[src/pkg/spi_port_pkg.sv]
package spi_port_pkg;

    // Frame and command word layout
    localparam int         FRAME_BITS    = 24;
    localparam int         CONV_BITS     = 16;
    localparam int         REG_BITS      = 8;
    localparam logic [4:0] REG_CLOCKS    = 5'h18;
    localparam logic [4:0] OPC_WRITE     = 5'h01;
    localparam logic [4:0] OPC_READ      = 5'h02;
    localparam int         OPC_LSB       = 19;
    localparam int         ADDR_LSB      = 8;

    // Device configuration registers and reset values
    localparam logic [10:0] ADDR_IN_CTRL    = 11'h008;
    localparam logic [10:0] ADDR_OUT_CTRL   = 11'h00C;
    localparam int          OUT_WIDTH_BIT   = 2;
    localparam logic [1:0]  PROTO_RESET     = 2'h0;
    localparam logic [1:0]  OUT_PROTO_RESET = 2'h0;
    localparam logic        OUT_WIDTH_RESET = 1'b0;

    // Host serial clock timing
    localparam int PCLK_NS       = 50;
    localparam int SCLK_HALF_NS  = 400;
    localparam int SCLK_HALF_CYC = (SCLK_HALF_NS + PCLK_NS - 1) / PCLK_NS;

    // Host register map and fields
    localparam logic [7:0] OFS_CMD         = 8'h00;
    localparam logic [7:0] OFS_CTRL        = 8'h04;
    localparam logic [7:0] OFS_STATUS      = 8'h08;
    localparam logic [7:0] OFS_RXDATA      = 8'h0C;
    localparam int         CTRL_DUAL_BIT   = 2;
    localparam int         CTRL_RETIME_BIT = 3;
    localparam int         CTRL_CLK_LSB    = 8;
    localparam int         STAT_BUSY_BIT   = 0;
    localparam int         STAT_DONE_BIT   = 1;

    // Host frame sequencer
    typedef enum logic [1:0] {H_IDLE, H_LEAD, H_CLK, H_TAIL} host_state_t;

endpackage

[src/pkg/spi_link_if.sv]
`timescale 1ns/1ns
interface spi_link_if;
    // Host driven
    logic sclk;
    logic cs_n;
    logic sdi;
    // Device driven with enables
    logic primary_output_lane_o;
    logic primary_output_lane_oe;
    logic secondary_output_lane_o;
    logic secondary_output_lane_oe;
    logic ready_o;
    logic ready_oe;
    // Wire levels, weak pull-down when undriven
    logic primary_output_lane;
    logic secondary_output_lane;
    logic ready;
    assign primary_output_lane   = primary_output_lane_oe & primary_output_lane_o;
    assign secondary_output_lane = secondary_output_lane_oe & secondary_output_lane_o;
    assign ready                 = ready_oe & ready_o;

    modport device (
        input  sclk, cs_n, sdi,
        output primary_output_lane_o, primary_output_lane_oe,
        output secondary_output_lane_o, secondary_output_lane_oe,
        output ready_o, ready_oe
    );
    modport host (
        output sclk, cs_n, sdi,
        input  primary_output_lane, secondary_output_lane, ready
    );
endinterface

[src/rtl/spi_port_device.sv]
// Our own choices: the APB register port and the register addresses.
`timescale 1ns/1ns
// Overview of operation
// - four polarity/phase protocols from select field
// - mode 0 after reset for all transfers
// - host changes mode in a frame of the old mode
// - selected protocol also governs read frames
// - register frame valid only with 24 clocks
// - host gives sixteen clocks for conversion reads; this host resets to 24 (REG_CLOCKS), t_conv reads with 24 and t_dual with 12
// - MSB at select fall, modes 0 and 2
// - ready stays low during standard frames
// - default single lane, one bit per edge
// - width bit enables the secondary lane driver
// - dual lane shifts two bits per edge
// - re-timed mode returns clock on ready pin
// - re-timed mode honours the width bit
// - same edge timing, dual halves clocks
// - opcode, address, data; write and read opcodes
// - read byte leads the next frame
module spi_port_device #(
    parameter int BUF_WIDTH = spi_port_pkg::CONV_BITS
) (
    // Serial link
    spi_link_if.device               link,
    // Clock and reset
    input  wire logic                pclk,
    input  wire logic                presetn,
    // Conversion results in
    input  wire logic [BUF_WIDTH-1:0] conv_data,
    input  wire logic                conv_valid,
    output logic                     conv_ready,
    // Programmed configuration
    output logic [1:0]               input_protocol_select,
    output logic [1:0]               output_protocol_select,
    output logic                     output_lane_width
);
    import spi_port_pkg::*;

    logic [2:0]            sclk_sync_ff;
    logic [2:0]            cs_sync_ff;
    logic [1:0]            sdi_sync_ff;
    logic [1:0]            in_mode_ff;
    logic [1:0]            out_mode_ff;
    logic                  width_ff;
    logic [1:0]            frame_mode_ff;
    logic                  frame_dual_ff;
    logic                  frame_retime_ff;
    logic [FRAME_BITS-1:0] sh_ff;
    logic [FRAME_BITS-1:0] rx_ff;
    logic [4:0]            cnt_ff;
    logic                  lane0_ff;
    logic                  lane1_ff;
    logic                  prim_oe_ff;
    logic                  sec_oe_ff;
    logic                  ready_ff;
    logic                  rd_pend_ff;
    logic [REG_BITS-1:0]   rd_byte_ff;
    logic [BUF_WIDTH-1:0]  buf_mem_ff [2];
    logic                  wr_ptr_ff;
    logic                  rd_ptr_ff;
    logic [1:0]            buf_cnt_ff;
    logic                  buf_ready_ff;
    logic                  presetn_q_ff;

    // Shift by one lane or two lanes, MSB first
    function automatic logic [FRAME_BITS-1:0] shift_lanes(
        input logic [FRAME_BITS-1:0] w,
        input logic                  dual
    );
        shift_lanes = dual ? {w[FRAME_BITS-3:0], 2'b00} : {w[FRAME_BITS-2:0], 1'b0};
    endfunction

    // Link pin synchronisers; stage 0 feeds stage 1 only
    always_ff @(posedge pclk or negedge presetn) begin
        if (!presetn) begin
            sclk_sync_ff <= 3'h0;
            cs_sync_ff   <= 3'h7;
            sdi_sync_ff  <= 2'h0;
        end else begin
            sclk_sync_ff <= {sclk_sync_ff[1:0], link.sclk};
            cs_sync_ff   <= {cs_sync_ff[1:0], link.cs_n};
            sdi_sync_ff  <= {sdi_sync_ff[0], link.sdi};
        end
    end

    // Edge and frame decode
    wire sclk_rise   = sclk_sync_ff[1] & ~sclk_sync_ff[2];
    wire sclk_fall   = ~sclk_sync_ff[1] & sclk_sync_ff[2];
    wire frame_start = ~cs_sync_ff[1] & cs_sync_ff[2];
    wire frame_end   = cs_sync_ff[1] & ~cs_sync_ff[2];
    wire in_frame    = ~cs_sync_ff[1] & ~cs_sync_ff[2];
    wire cap_on_rise = (frame_mode_ff == 2'h0) || (frame_mode_ff == 2'h3);
    wire cap_edge    = in_frame & (cap_on_rise ? sclk_rise : sclk_fall);
    wire launch_edge = in_frame & (cap_on_rise ? sclk_fall : sclk_rise);
    wire early_msb   = ~in_mode_ff[0];
    wire buf_has     = buf_cnt_ff != 2'h0;

    // Word for the coming frame: pending register byte, else a result
    wire [FRAME_BITS-1:0] conv_word =
        {buf_mem_ff[rd_ptr_ff], {(FRAME_BITS - BUF_WIDTH){1'b0}}};
    wire [FRAME_BITS-1:0] start_word =
        rd_pend_ff ? {rd_byte_ff, {(FRAME_BITS - REG_BITS){1'b0}}}
                   : (buf_has ? conv_word : {FRAME_BITS{1'b0}});
    wire pop = frame_start & ~rd_pend_ff & buf_has;

    // Protocol is frozen at select fall, so a mode write acts next frame
    always_ff @(posedge pclk or negedge presetn) begin
        if (!presetn) begin
            frame_mode_ff   <= PROTO_RESET;
            frame_dual_ff   <= OUT_WIDTH_RESET;
            frame_retime_ff <= 1'b0;
        end else if (frame_start) begin
            frame_mode_ff   <= in_mode_ff;
            frame_dual_ff   <= width_ff;
            frame_retime_ff <= out_mode_ff != 2'h0;
        end
    end

    // Output shifter: early modes show the MSB at select fall
    always_ff @(posedge pclk or negedge presetn) begin
        if (!presetn) begin
            sh_ff    <= '0;
            lane0_ff <= 1'b0;
            lane1_ff <= 1'b0;
        end else if (frame_start) begin
            sh_ff    <= early_msb ? shift_lanes(start_word, width_ff) : start_word;
            lane0_ff <= early_msb & start_word[FRAME_BITS-1];
            lane1_ff <= early_msb & width_ff & start_word[FRAME_BITS-2];
        end else if (launch_edge) begin
            sh_ff    <= shift_lanes(sh_ff, frame_dual_ff);
            lane0_ff <= sh_ff[FRAME_BITS-1];
            lane1_ff <= frame_dual_ff & sh_ff[FRAME_BITS-2];
        end
    end

    // Drivers are released as soon as select is seen high
    always_ff @(posedge pclk or negedge presetn) begin
        if (!presetn) begin
            prim_oe_ff <= 1'b0;
            sec_oe_ff  <= 1'b0;
        end else if (frame_start) begin
            prim_oe_ff <= 1'b1;
            sec_oe_ff  <= width_ff;
        end else if (frame_end) begin
            prim_oe_ff <= 1'b0;
            sec_oe_ff  <= 1'b0;
        end
    end

    // Ready: low in standard modes, toggles mid-bit when re-timed
    always_ff @(posedge pclk or negedge presetn) begin
        if (!presetn) begin
            ready_ff <= 1'b0;
        end else if (frame_start || frame_end) begin
            ready_ff <= 1'b0;
        end else if (cap_edge && frame_retime_ff) begin
            ready_ff <= ~ready_ff;
        end
    end

    // Input capture; the count saturates so long frames never look valid
    always_ff @(posedge pclk or negedge presetn) begin
        if (!presetn) begin
            rx_ff  <= '0;
            cnt_ff <= 5'h00;
        end else if (frame_start) begin
            cnt_ff <= 5'h00;
        end else if (cap_edge) begin
            rx_ff  <= {rx_ff[FRAME_BITS-2:0], sdi_sync_ff[1]};
            cnt_ff <= (cnt_ff == 5'h1F) ? cnt_ff : cnt_ff + 5'h01;
        end
    end

    // Command decode at select rise
    wire        reg_frame = frame_end && (cnt_ff == REG_CLOCKS);
    wire [4:0]  opcode    = rx_ff[FRAME_BITS-1:OPC_LSB];
    wire [10:0] reg_addr  = rx_ff[OPC_LSB-1:ADDR_LSB];
    wire [7:0]  reg_data  = rx_ff[REG_BITS-1:0];
    wire        do_write  = reg_frame && (opcode == OPC_WRITE);
    wire        do_read   = reg_frame && (opcode == OPC_READ);
    wire [7:0]  in_val    = {6'h00, in_mode_ff};
    wire [7:0]  out_val   = {5'h00, width_ff, out_mode_ff};
    wire [7:0]  read_val  = (reg_addr == ADDR_IN_CTRL)  ? in_val
                          : (reg_addr == ADDR_OUT_CTRL) ? out_val : 8'h00;

    // Configuration registers
    always_ff @(posedge pclk or negedge presetn) begin
        if (!presetn) begin
            in_mode_ff  <= PROTO_RESET;
            out_mode_ff <= OUT_PROTO_RESET;
            width_ff    <= OUT_WIDTH_RESET;
        end else if (do_write && reg_addr == ADDR_IN_CTRL) begin
            in_mode_ff  <= reg_data[1:0];
        end else if (do_write && reg_addr == ADDR_OUT_CTRL) begin
            out_mode_ff <= reg_data[1:0];
            width_ff    <= reg_data[OUT_WIDTH_BIT];
        end
    end

    // Read-back byte waits for the next frame
    always_ff @(posedge pclk or negedge presetn) begin
        if (!presetn) begin
            rd_pend_ff <= 1'b0;
            rd_byte_ff <= 8'h00;
        end else if (do_read) begin
            rd_pend_ff <= 1'b1;
            rd_byte_ff <= read_val;
        end else if (frame_start) begin
            rd_pend_ff <= 1'b0;
        end
    end

    // Two-entry result buffer; a slow host stalls the producer, no loss
    wire            push        = conv_valid & buf_ready_ff;
    wire [1:0]      nxt_buf_cnt = buf_cnt_ff + {1'b0, push} - {1'b0, pop};
    always_ff @(posedge pclk or negedge presetn) begin
        if (!presetn) begin
            wr_ptr_ff    <= 1'b0;
            rd_ptr_ff    <= 1'b0;
            buf_cnt_ff   <= 2'h0;
            buf_ready_ff <= 1'b0;
        end else begin
            wr_ptr_ff    <= wr_ptr_ff ^ push;
            rd_ptr_ff    <= rd_ptr_ff ^ pop;
            buf_cnt_ff   <= nxt_buf_cnt;
            buf_ready_ff <= nxt_buf_cnt != 2'h2;
        end
    end

    // Buffer storage, no reset needed on data
    always_ff @(posedge pclk) begin
        if (push) begin
            buf_mem_ff[wr_ptr_ff] <= conv_data;
        end
    end

    // Outputs straight from flip-flops
    assign link.primary_output_lane_o    = lane0_ff;
    assign link.primary_output_lane_oe   = prim_oe_ff;
    assign link.secondary_output_lane_o  = lane1_ff;
    assign link.secondary_output_lane_oe = sec_oe_ff;
    assign link.ready_o                  = ready_ff;
    assign link.ready_oe                 = presetn_q_ff;
    assign conv_ready                    = buf_ready_ff;
    assign input_protocol_select         = in_mode_ff;
    assign output_protocol_select        = out_mode_ff;
    assign output_lane_width             = width_ff;

    // Ready pin is driven from the first edge after reset release
    always_ff @(posedge pclk or negedge presetn) begin
        if (!presetn) begin
            presetn_q_ff <= 1'b0;
        end else begin
            presetn_q_ff <= 1'b1;
        end
    end

endmodule // spi_port_device

[src/flat_wrapper.sv]
// flat-port wrapper written by rule: the top's interface ports become plain ports
module spi_port_device_flat import spi_port_pkg::*;
#(
    parameter int BUF_WIDTH = spi_port_pkg::CONV_BITS
)
  (pclk, presetn, conv_data, conv_valid, conv_ready, input_protocol_select, output_protocol_select, output_lane_width, link_sclk, link_cs_n, link_sdi, link_primary_output_lane_o, link_primary_output_lane_oe, link_secondary_output_lane_o, link_secondary_output_lane_oe, link_ready_o, link_ready_oe);
  spi_link_if link_i ();
  input  wire logic pclk;
  input  wire logic presetn;
  input  wire logic [BUF_WIDTH-1:0] conv_data;
  input  wire logic conv_valid;
  output logic conv_ready;
  output logic [1:0] input_protocol_select;
  output logic [1:0] output_protocol_select;
  output logic output_lane_width;
  input wire logic [$bits(link_i.sclk)-1:0] link_sclk;
  input wire logic [$bits(link_i.cs_n)-1:0] link_cs_n;
  input wire logic [$bits(link_i.sdi)-1:0] link_sdi;
  output wire logic [$bits(link_i.primary_output_lane_o)-1:0] link_primary_output_lane_o;
  output wire logic [$bits(link_i.primary_output_lane_oe)-1:0] link_primary_output_lane_oe;
  output wire logic [$bits(link_i.secondary_output_lane_o)-1:0] link_secondary_output_lane_o;
  output wire logic [$bits(link_i.secondary_output_lane_oe)-1:0] link_secondary_output_lane_oe;
  output wire logic [$bits(link_i.ready_o)-1:0] link_ready_o;
  output wire logic [$bits(link_i.ready_oe)-1:0] link_ready_oe;
  assign link_i.sclk = link_sclk;
  assign link_i.cs_n = link_cs_n;
  assign link_i.sdi = link_sdi;
  assign link_primary_output_lane_o = link_i.primary_output_lane_o;
  assign link_primary_output_lane_oe = link_i.primary_output_lane_oe;
  assign link_secondary_output_lane_o = link_i.secondary_output_lane_o;
  assign link_secondary_output_lane_oe = link_i.secondary_output_lane_oe;
  assign link_ready_o = link_i.ready_o;
  assign link_ready_oe = link_i.ready_oe;
  spi_port_device #(.BUF_WIDTH(BUF_WIDTH)) u_core (.link(link_i), .pclk(pclk), .presetn(presetn), .conv_data(conv_data), .conv_valid(conv_valid), .conv_ready(conv_ready), .input_protocol_select(input_protocol_select), .output_protocol_select(output_protocol_select), .output_lane_width(output_lane_width));
endmodule
[config.mk]
export PLATFORM = sky130hd
export DESIGN_NAME = spi_port_device_flat
export DESIGN_NICKNAME = d
export VERILOG_FILES = /design/src/pkg/spi_port_pkg.sv /design/src/pkg/spi_link_if.sv /design/src/rtl/spi_port_device.sv /design/src/flat_wrapper.sv
export SDC_FILE = /design/constraint.sdc
export NUM_CORES = 1
export LEC_CHECK = 0
export CAP_MARGIN = 10
export CORE_MARGIN = 4
export CORE_UTILIZATION = 47
export CTS_BUF_LIST = sky130_fd_sc_hd__clkbuf_8
export DETAILED_ROUTE_END_ITERATION = 10
export DONT_BUFFER_PORTS = 1
export PLACE_DENSITY = 0.65
export SLEW_MARGIN = 20
export SYNTH_ARGS = -nofsm -noshare
export SYNTH_HDL_FRONTEND = slang
export SYNTH_SLANG_ARGS = --single-unit
[constraint.sdc]
create_clock -name pclk -period 2.1 [get_ports pclk]
set_input_delay 0.105 -clock pclk [delete_from_list [all_inputs] [get_ports pclk]]
set_output_delay 0.105 -clock pclk [all_outputs]
set_load 0.05 [all_outputs]
==> results.txt <==
run status -> complete, no violations
worst-case hold slack -> 0.07311 ns
number of search-and-repair iterations in the first detailed-routing pass -> 4
Synth Net Count -> 427
crit end category -> flop
share of total power in the clock network -> 24.1%
TritonCTS Buffers -> 9
Core Area -> 0.01037 sq mm
width of the die -> 111.2 microns
maximum clock frequency -> 492.5 MHz
first-pass GRT wire length -> 16.24 mm
Cell Pwr Density -> 941.4 mW/mm^2
Final min period -> 2.030 ns
via count -> 3187
arrival time reported for the critical path endpoint -> 2.30 ns
post-route fraction of the period consumed by the critical path -> 96.69%
worst voltage drop across the vdd grid -> 0.0007822 V
commonest register cell after synthesis -> sky130_fd_sc_hd__dfrtp_1
post-layout net count -> 464
share of total power in combinational logic -> 24.4%
worst slack, placed -> -0.05772 ns
worst reg-to-reg path cell count -> 7
DPL Wire Length -> 6.562 mm
Inserted Diodes -> 0
final hold violations -> 0
launching point of the worst reg2reg path -> u_core.cnt_ff[0]
relative contribution of sequential cells to total power -> 51.5%
Async SR Flop Fraction -> 70.64%
num rows -> 37
DR iter-0 viols -> 198
grt ovf -> 0
number of cells traversed by the worst hold path -> 2
type of the tightest min-delay check -> in2reg
wire length after detailed routing -> 9.653 mm
Lkg Pwr -> 2.427 nW
RSZ-0062 raised after global routing -> true
worst hold endpoint -> u_core.buf_cnt_ff[0]
total global-route track usage -> 16.25%
initial standard-cell utilization of the core -> 48.26%
Hold Path Origin -> conv_valid
distinct cell type count of the synthesized netlist -> 54
boundary pin count -> 34
clock root buffer -> sky130_fd_sc_hd__clkbuf_8
final total negative setup slack -> 0 ns
R2R Path End -> u_core.output_protocol_select[0]
mapped cell area -> 0.005005 sq mm
internal power of the cells -> 0.003686 W
number of flops mapped to enable cells by yosys -> 32
post-layout util -> 55.69%
vias in the first global route -> 3170
Slew Limit Headroom -> 57.59%
final setup violation count -> 0
FF-to-FF setup slack -> 0.07 ns
mean routed wirelength per cell -> 16.85 microns
Die Area -> 0.01236 sq mm
smallest setup slack after layout -> 0.06955 ns
Detail Route Antenna Nets -> 0
critical path class -> reg2reg
die height -> 111.2 microns
worst skew pair latency -> 0.38 ns
worst path required time -> 2.37 ns
Area Growth Syn to Fin -> 15.40%
Seq cells post-synth -> 109
fraction of final layout cells with drive strength greater than 1 -> 17.62%
clock-pin slew of the registers on the worst-case setup and hold paths -> 0.11 ns
sequential-to-total area share from yosys stat -> 57.78%
CP max FO -> 3
max-capacitance violation count -> 0
Yosys warning total -> 0
Bufs on Longest Clock Path -> 2
startpoint type of the worst setup path -> flop
final worst clock skew -> 0.009554 ns
routed vias/inst -> 5.562
clock tree sinks -> 109
final routed DRC violation total -> 0
largest net degree at the start of global routing -> 78
Mapped Cells -> 395
net switching share of the total power -> 32.20%
Max Slew Vio Count -> 0
CTS tree -> yes
worst-margin pin slew -> 0.6274 ns
switching power -> 0.001751 W
port bufs -> 0
average cell area after synthesis -> 12.67 sq um
deepest level of the CTS H-tree -> 3
placer's final routability congestion estimate -> 0.8087
initial antenna violation count -> 0
[layer usage]
layer	vias up	track usage (%)	part of all wire, %
met3	15	4.640	5.4
met4	0	5.515	1.7
met5	-	0	0
met1	1569	23.94	48
met2	71	23.04	45
li1	1532	-	-
[how the worst max path moves through the flow]
stage / from / end
finish: u_core.cnt_ff[0] / u_core.output_protocol_select[0]
global route: u_core.cnt_ff[1] / u_core.cnt_ff[3]
CTS: u_core.cs_sync_ff[1] / u_core.conv_ready
detailed placement: u_core.cnt_ff[1] / u_core.cnt_ff[3]
global placement: u_core.cnt_ff[0] / u_core.cnt_ff[3]
floorplan: u_core.cs_sync_ff[1] / u_core.conv_ready
[logic make-up after synthesis]
| logic type | count (synthesis) | share of synthesized area [%] |
|---|---|---|
| buffers and inverters | 31 | 2.700 |
| xor gates and xnor gates | 5 | 1.025 |
| and+or+nand+nor | 102 | 11.55 |
| AOI/OAI and AO/OA | 64 | 8.825 |
| adders and majority gates | 10 | 2.500 |
| muxes | 73 | 15.55 |
| other | 1 | 0.07493 |
| DFF | 109 | 57.78 |
[power groups by stage]
stage	Clock, W	Combinational, W	Sequential [W]
4_1_cts	0.00135	0.00132	0.00280
3_5_place_dp	0	0.00124	0.00284
6_report	0.00131	0.00133	0.00280
3_3_place_gp	0	0.00123	0.00284
2_1_floorplan	0	0.000962	0.00278
5_1_grt	0.00146	0.00149	0.00284
[flip-flops by register name (all words and copies together) (netlist names), 2 cells and up]
register and flops:
u_core.rx_ff 24, u_core.buf_cnt_ff 2, u_core.input_protocol_select 2, u_core.frame_mode_ff 2, u_core.cnt_ff 5, u_core.cs_sync_ff 3
u_core.output_protocol_select 2, u_core.rd_byte_ff 3, u_core.buf_mem_ff 32, u_core.sh_ff 16, u_core.sdi_sync_ff 2, u_core.sclk_sync_ff 3
[final cells by class]
type | instances | area (sq um)
fill | 881 | 4594
sequential | 109 | 2892
multi-input combinational | 255 | 2031
timing repair buffer | 45 | 432.9
tap | 136 | 170.2
clock buffer | 9 | 123.9
clock inverter | 7 | 80.08
inverter | 12 | 46.29
[synth_stat cells (all sizes together) (2+ instances only)]
| cell type | count | share of area (%) |
|---|---|---|
| o211ai | 2 | 0.30 |
| o32a | 4 | 0.80 |
| a32oi | 2 | 0.35 |
| nand2b | 2 | 0.25 |
| a221oi | 2 | 0.35 |
| nand3 | 7 | 0.70 |
| nor4bb | 2 | 0.40 |
| dfstp | 3 | 1.6 |
| a22o | 3 | 0.53 |
| xnor2 | 4 | 0.85 |
| mux2 | 38 | 8.5 |
| nor3 | 16 | 1.6 |
| and3 | 2 | 0.25 |
| edfxtp | 32 | 19 |
| nor4b | 4 | 0.83 |
| a21oi | 8 | 0.80 |
| nor3b | 6 | 1.1 |
| ha | 10 | 2.5 |
| and2 | 3 | 0.38 |
| inv | 11 | 0.83 |
| clkbuf | 12 | 0.90 |
| mux2i | 35 | 7.0 |
| o32ai | 5 | 0.87 |
| a22oi | 4 | 0.60 |
| a31oi | 5 | 0.63 |
| o21ai | 17 | 1.7 |
| and3b | 2 | 0.35 |
| nor2 | 25 | 1.9 |
| a211oi | 6 | 0.90 |
| nor4 | 3 | 0.67 |
| nand2 | 16 | 1.2 |
| or3 | 2 | 0.25 |
| buf | 7 | 0.90 |
| o221ai | 2 | 0.35 |
| nor2b | 8 | 1.0 |
| dfrtp | 74 | 37 |
[layout by cell type, fill, tap and decap left out, types with 4 or more instances in the layout]
cell / count
sky130_fd_sc_hd__clkbuf_8: 9
sky130_fd_sc_hd__o32a_1: 4
sky130_fd_sc_hd__dfrtp_1: 74
sky130_fd_sc_hd__mux2_1: 20
sky130_fd_sc_hd__a22oi_1: 4
sky130_fd_sc_hd__nor3b_1: 5
sky130_fd_sc_hd__inv_1: 11
sky130_fd_sc_hd__nor2_1: 23
sky130_fd_sc_hd__dlygate4sd3_1: 20
sky130_fd_sc_hd__a211oi_1: 6
sky130_fd_sc_hd__edfxtp_1: 32
sky130_fd_sc_hd__o21ai_0: 17
sky130_fd_sc_hd__a21oi_1: 7
sky130_fd_sc_hd__mux2_2: 18
sky130_fd_sc_hd__ha_1: 8
sky130_fd_sc_hd__mux2i_1: 34
sky130_fd_sc_hd__nor2b_1: 8
sky130_fd_sc_hd__a31oi_1: 5
sky130_fd_sc_hd__nor3_1: 16
sky130_fd_sc_hd__buf_4: 22
sky130_fd_sc_hd__o32ai_1: 5
sky130_fd_sc_hd__nand2_1: 16
sky130_fd_sc_hd__nand3_1: 7
[metrics by stage]
step                      instance area (sq um)  instances  total power [W]
after floorplan                            5011        395         0.003746
after global placement                     5265        532         0.004062
after detailed placement                   5265        532         0.004087
after CTS                                  5728        571         0.005473
after global routing                       5776        573         0.005790
final                                      5776        573         0.005437
[worst max-delay path, cell delays in order (launching register included)]
cell,delay [ns]
sky130_fd_sc_hd__dfrtp_1,0.40
sky130_fd_sc_hd__buf_4,0.14
sky130_fd_sc_hd__inv_1,0.08
sky130_fd_sc_hd__ha_1,0.15
sky130_fd_sc_hd__and4b_1,0.25
sky130_fd_sc_hd__nand2_1,0.17
sky130_fd_sc_hd__nor4_4,0.36
sky130_fd_sc_hd__mux2_2,0.37
[repair_timing]
action	CTS	global route
hold buffers	21	0
endpoints found under the hold margin	112	0
pin swaps	0	1
resized for setup	3	8
buffers inserted	2	2
endpoints found under the setup margin	2	8
Power figures use the tool's default switching activity.
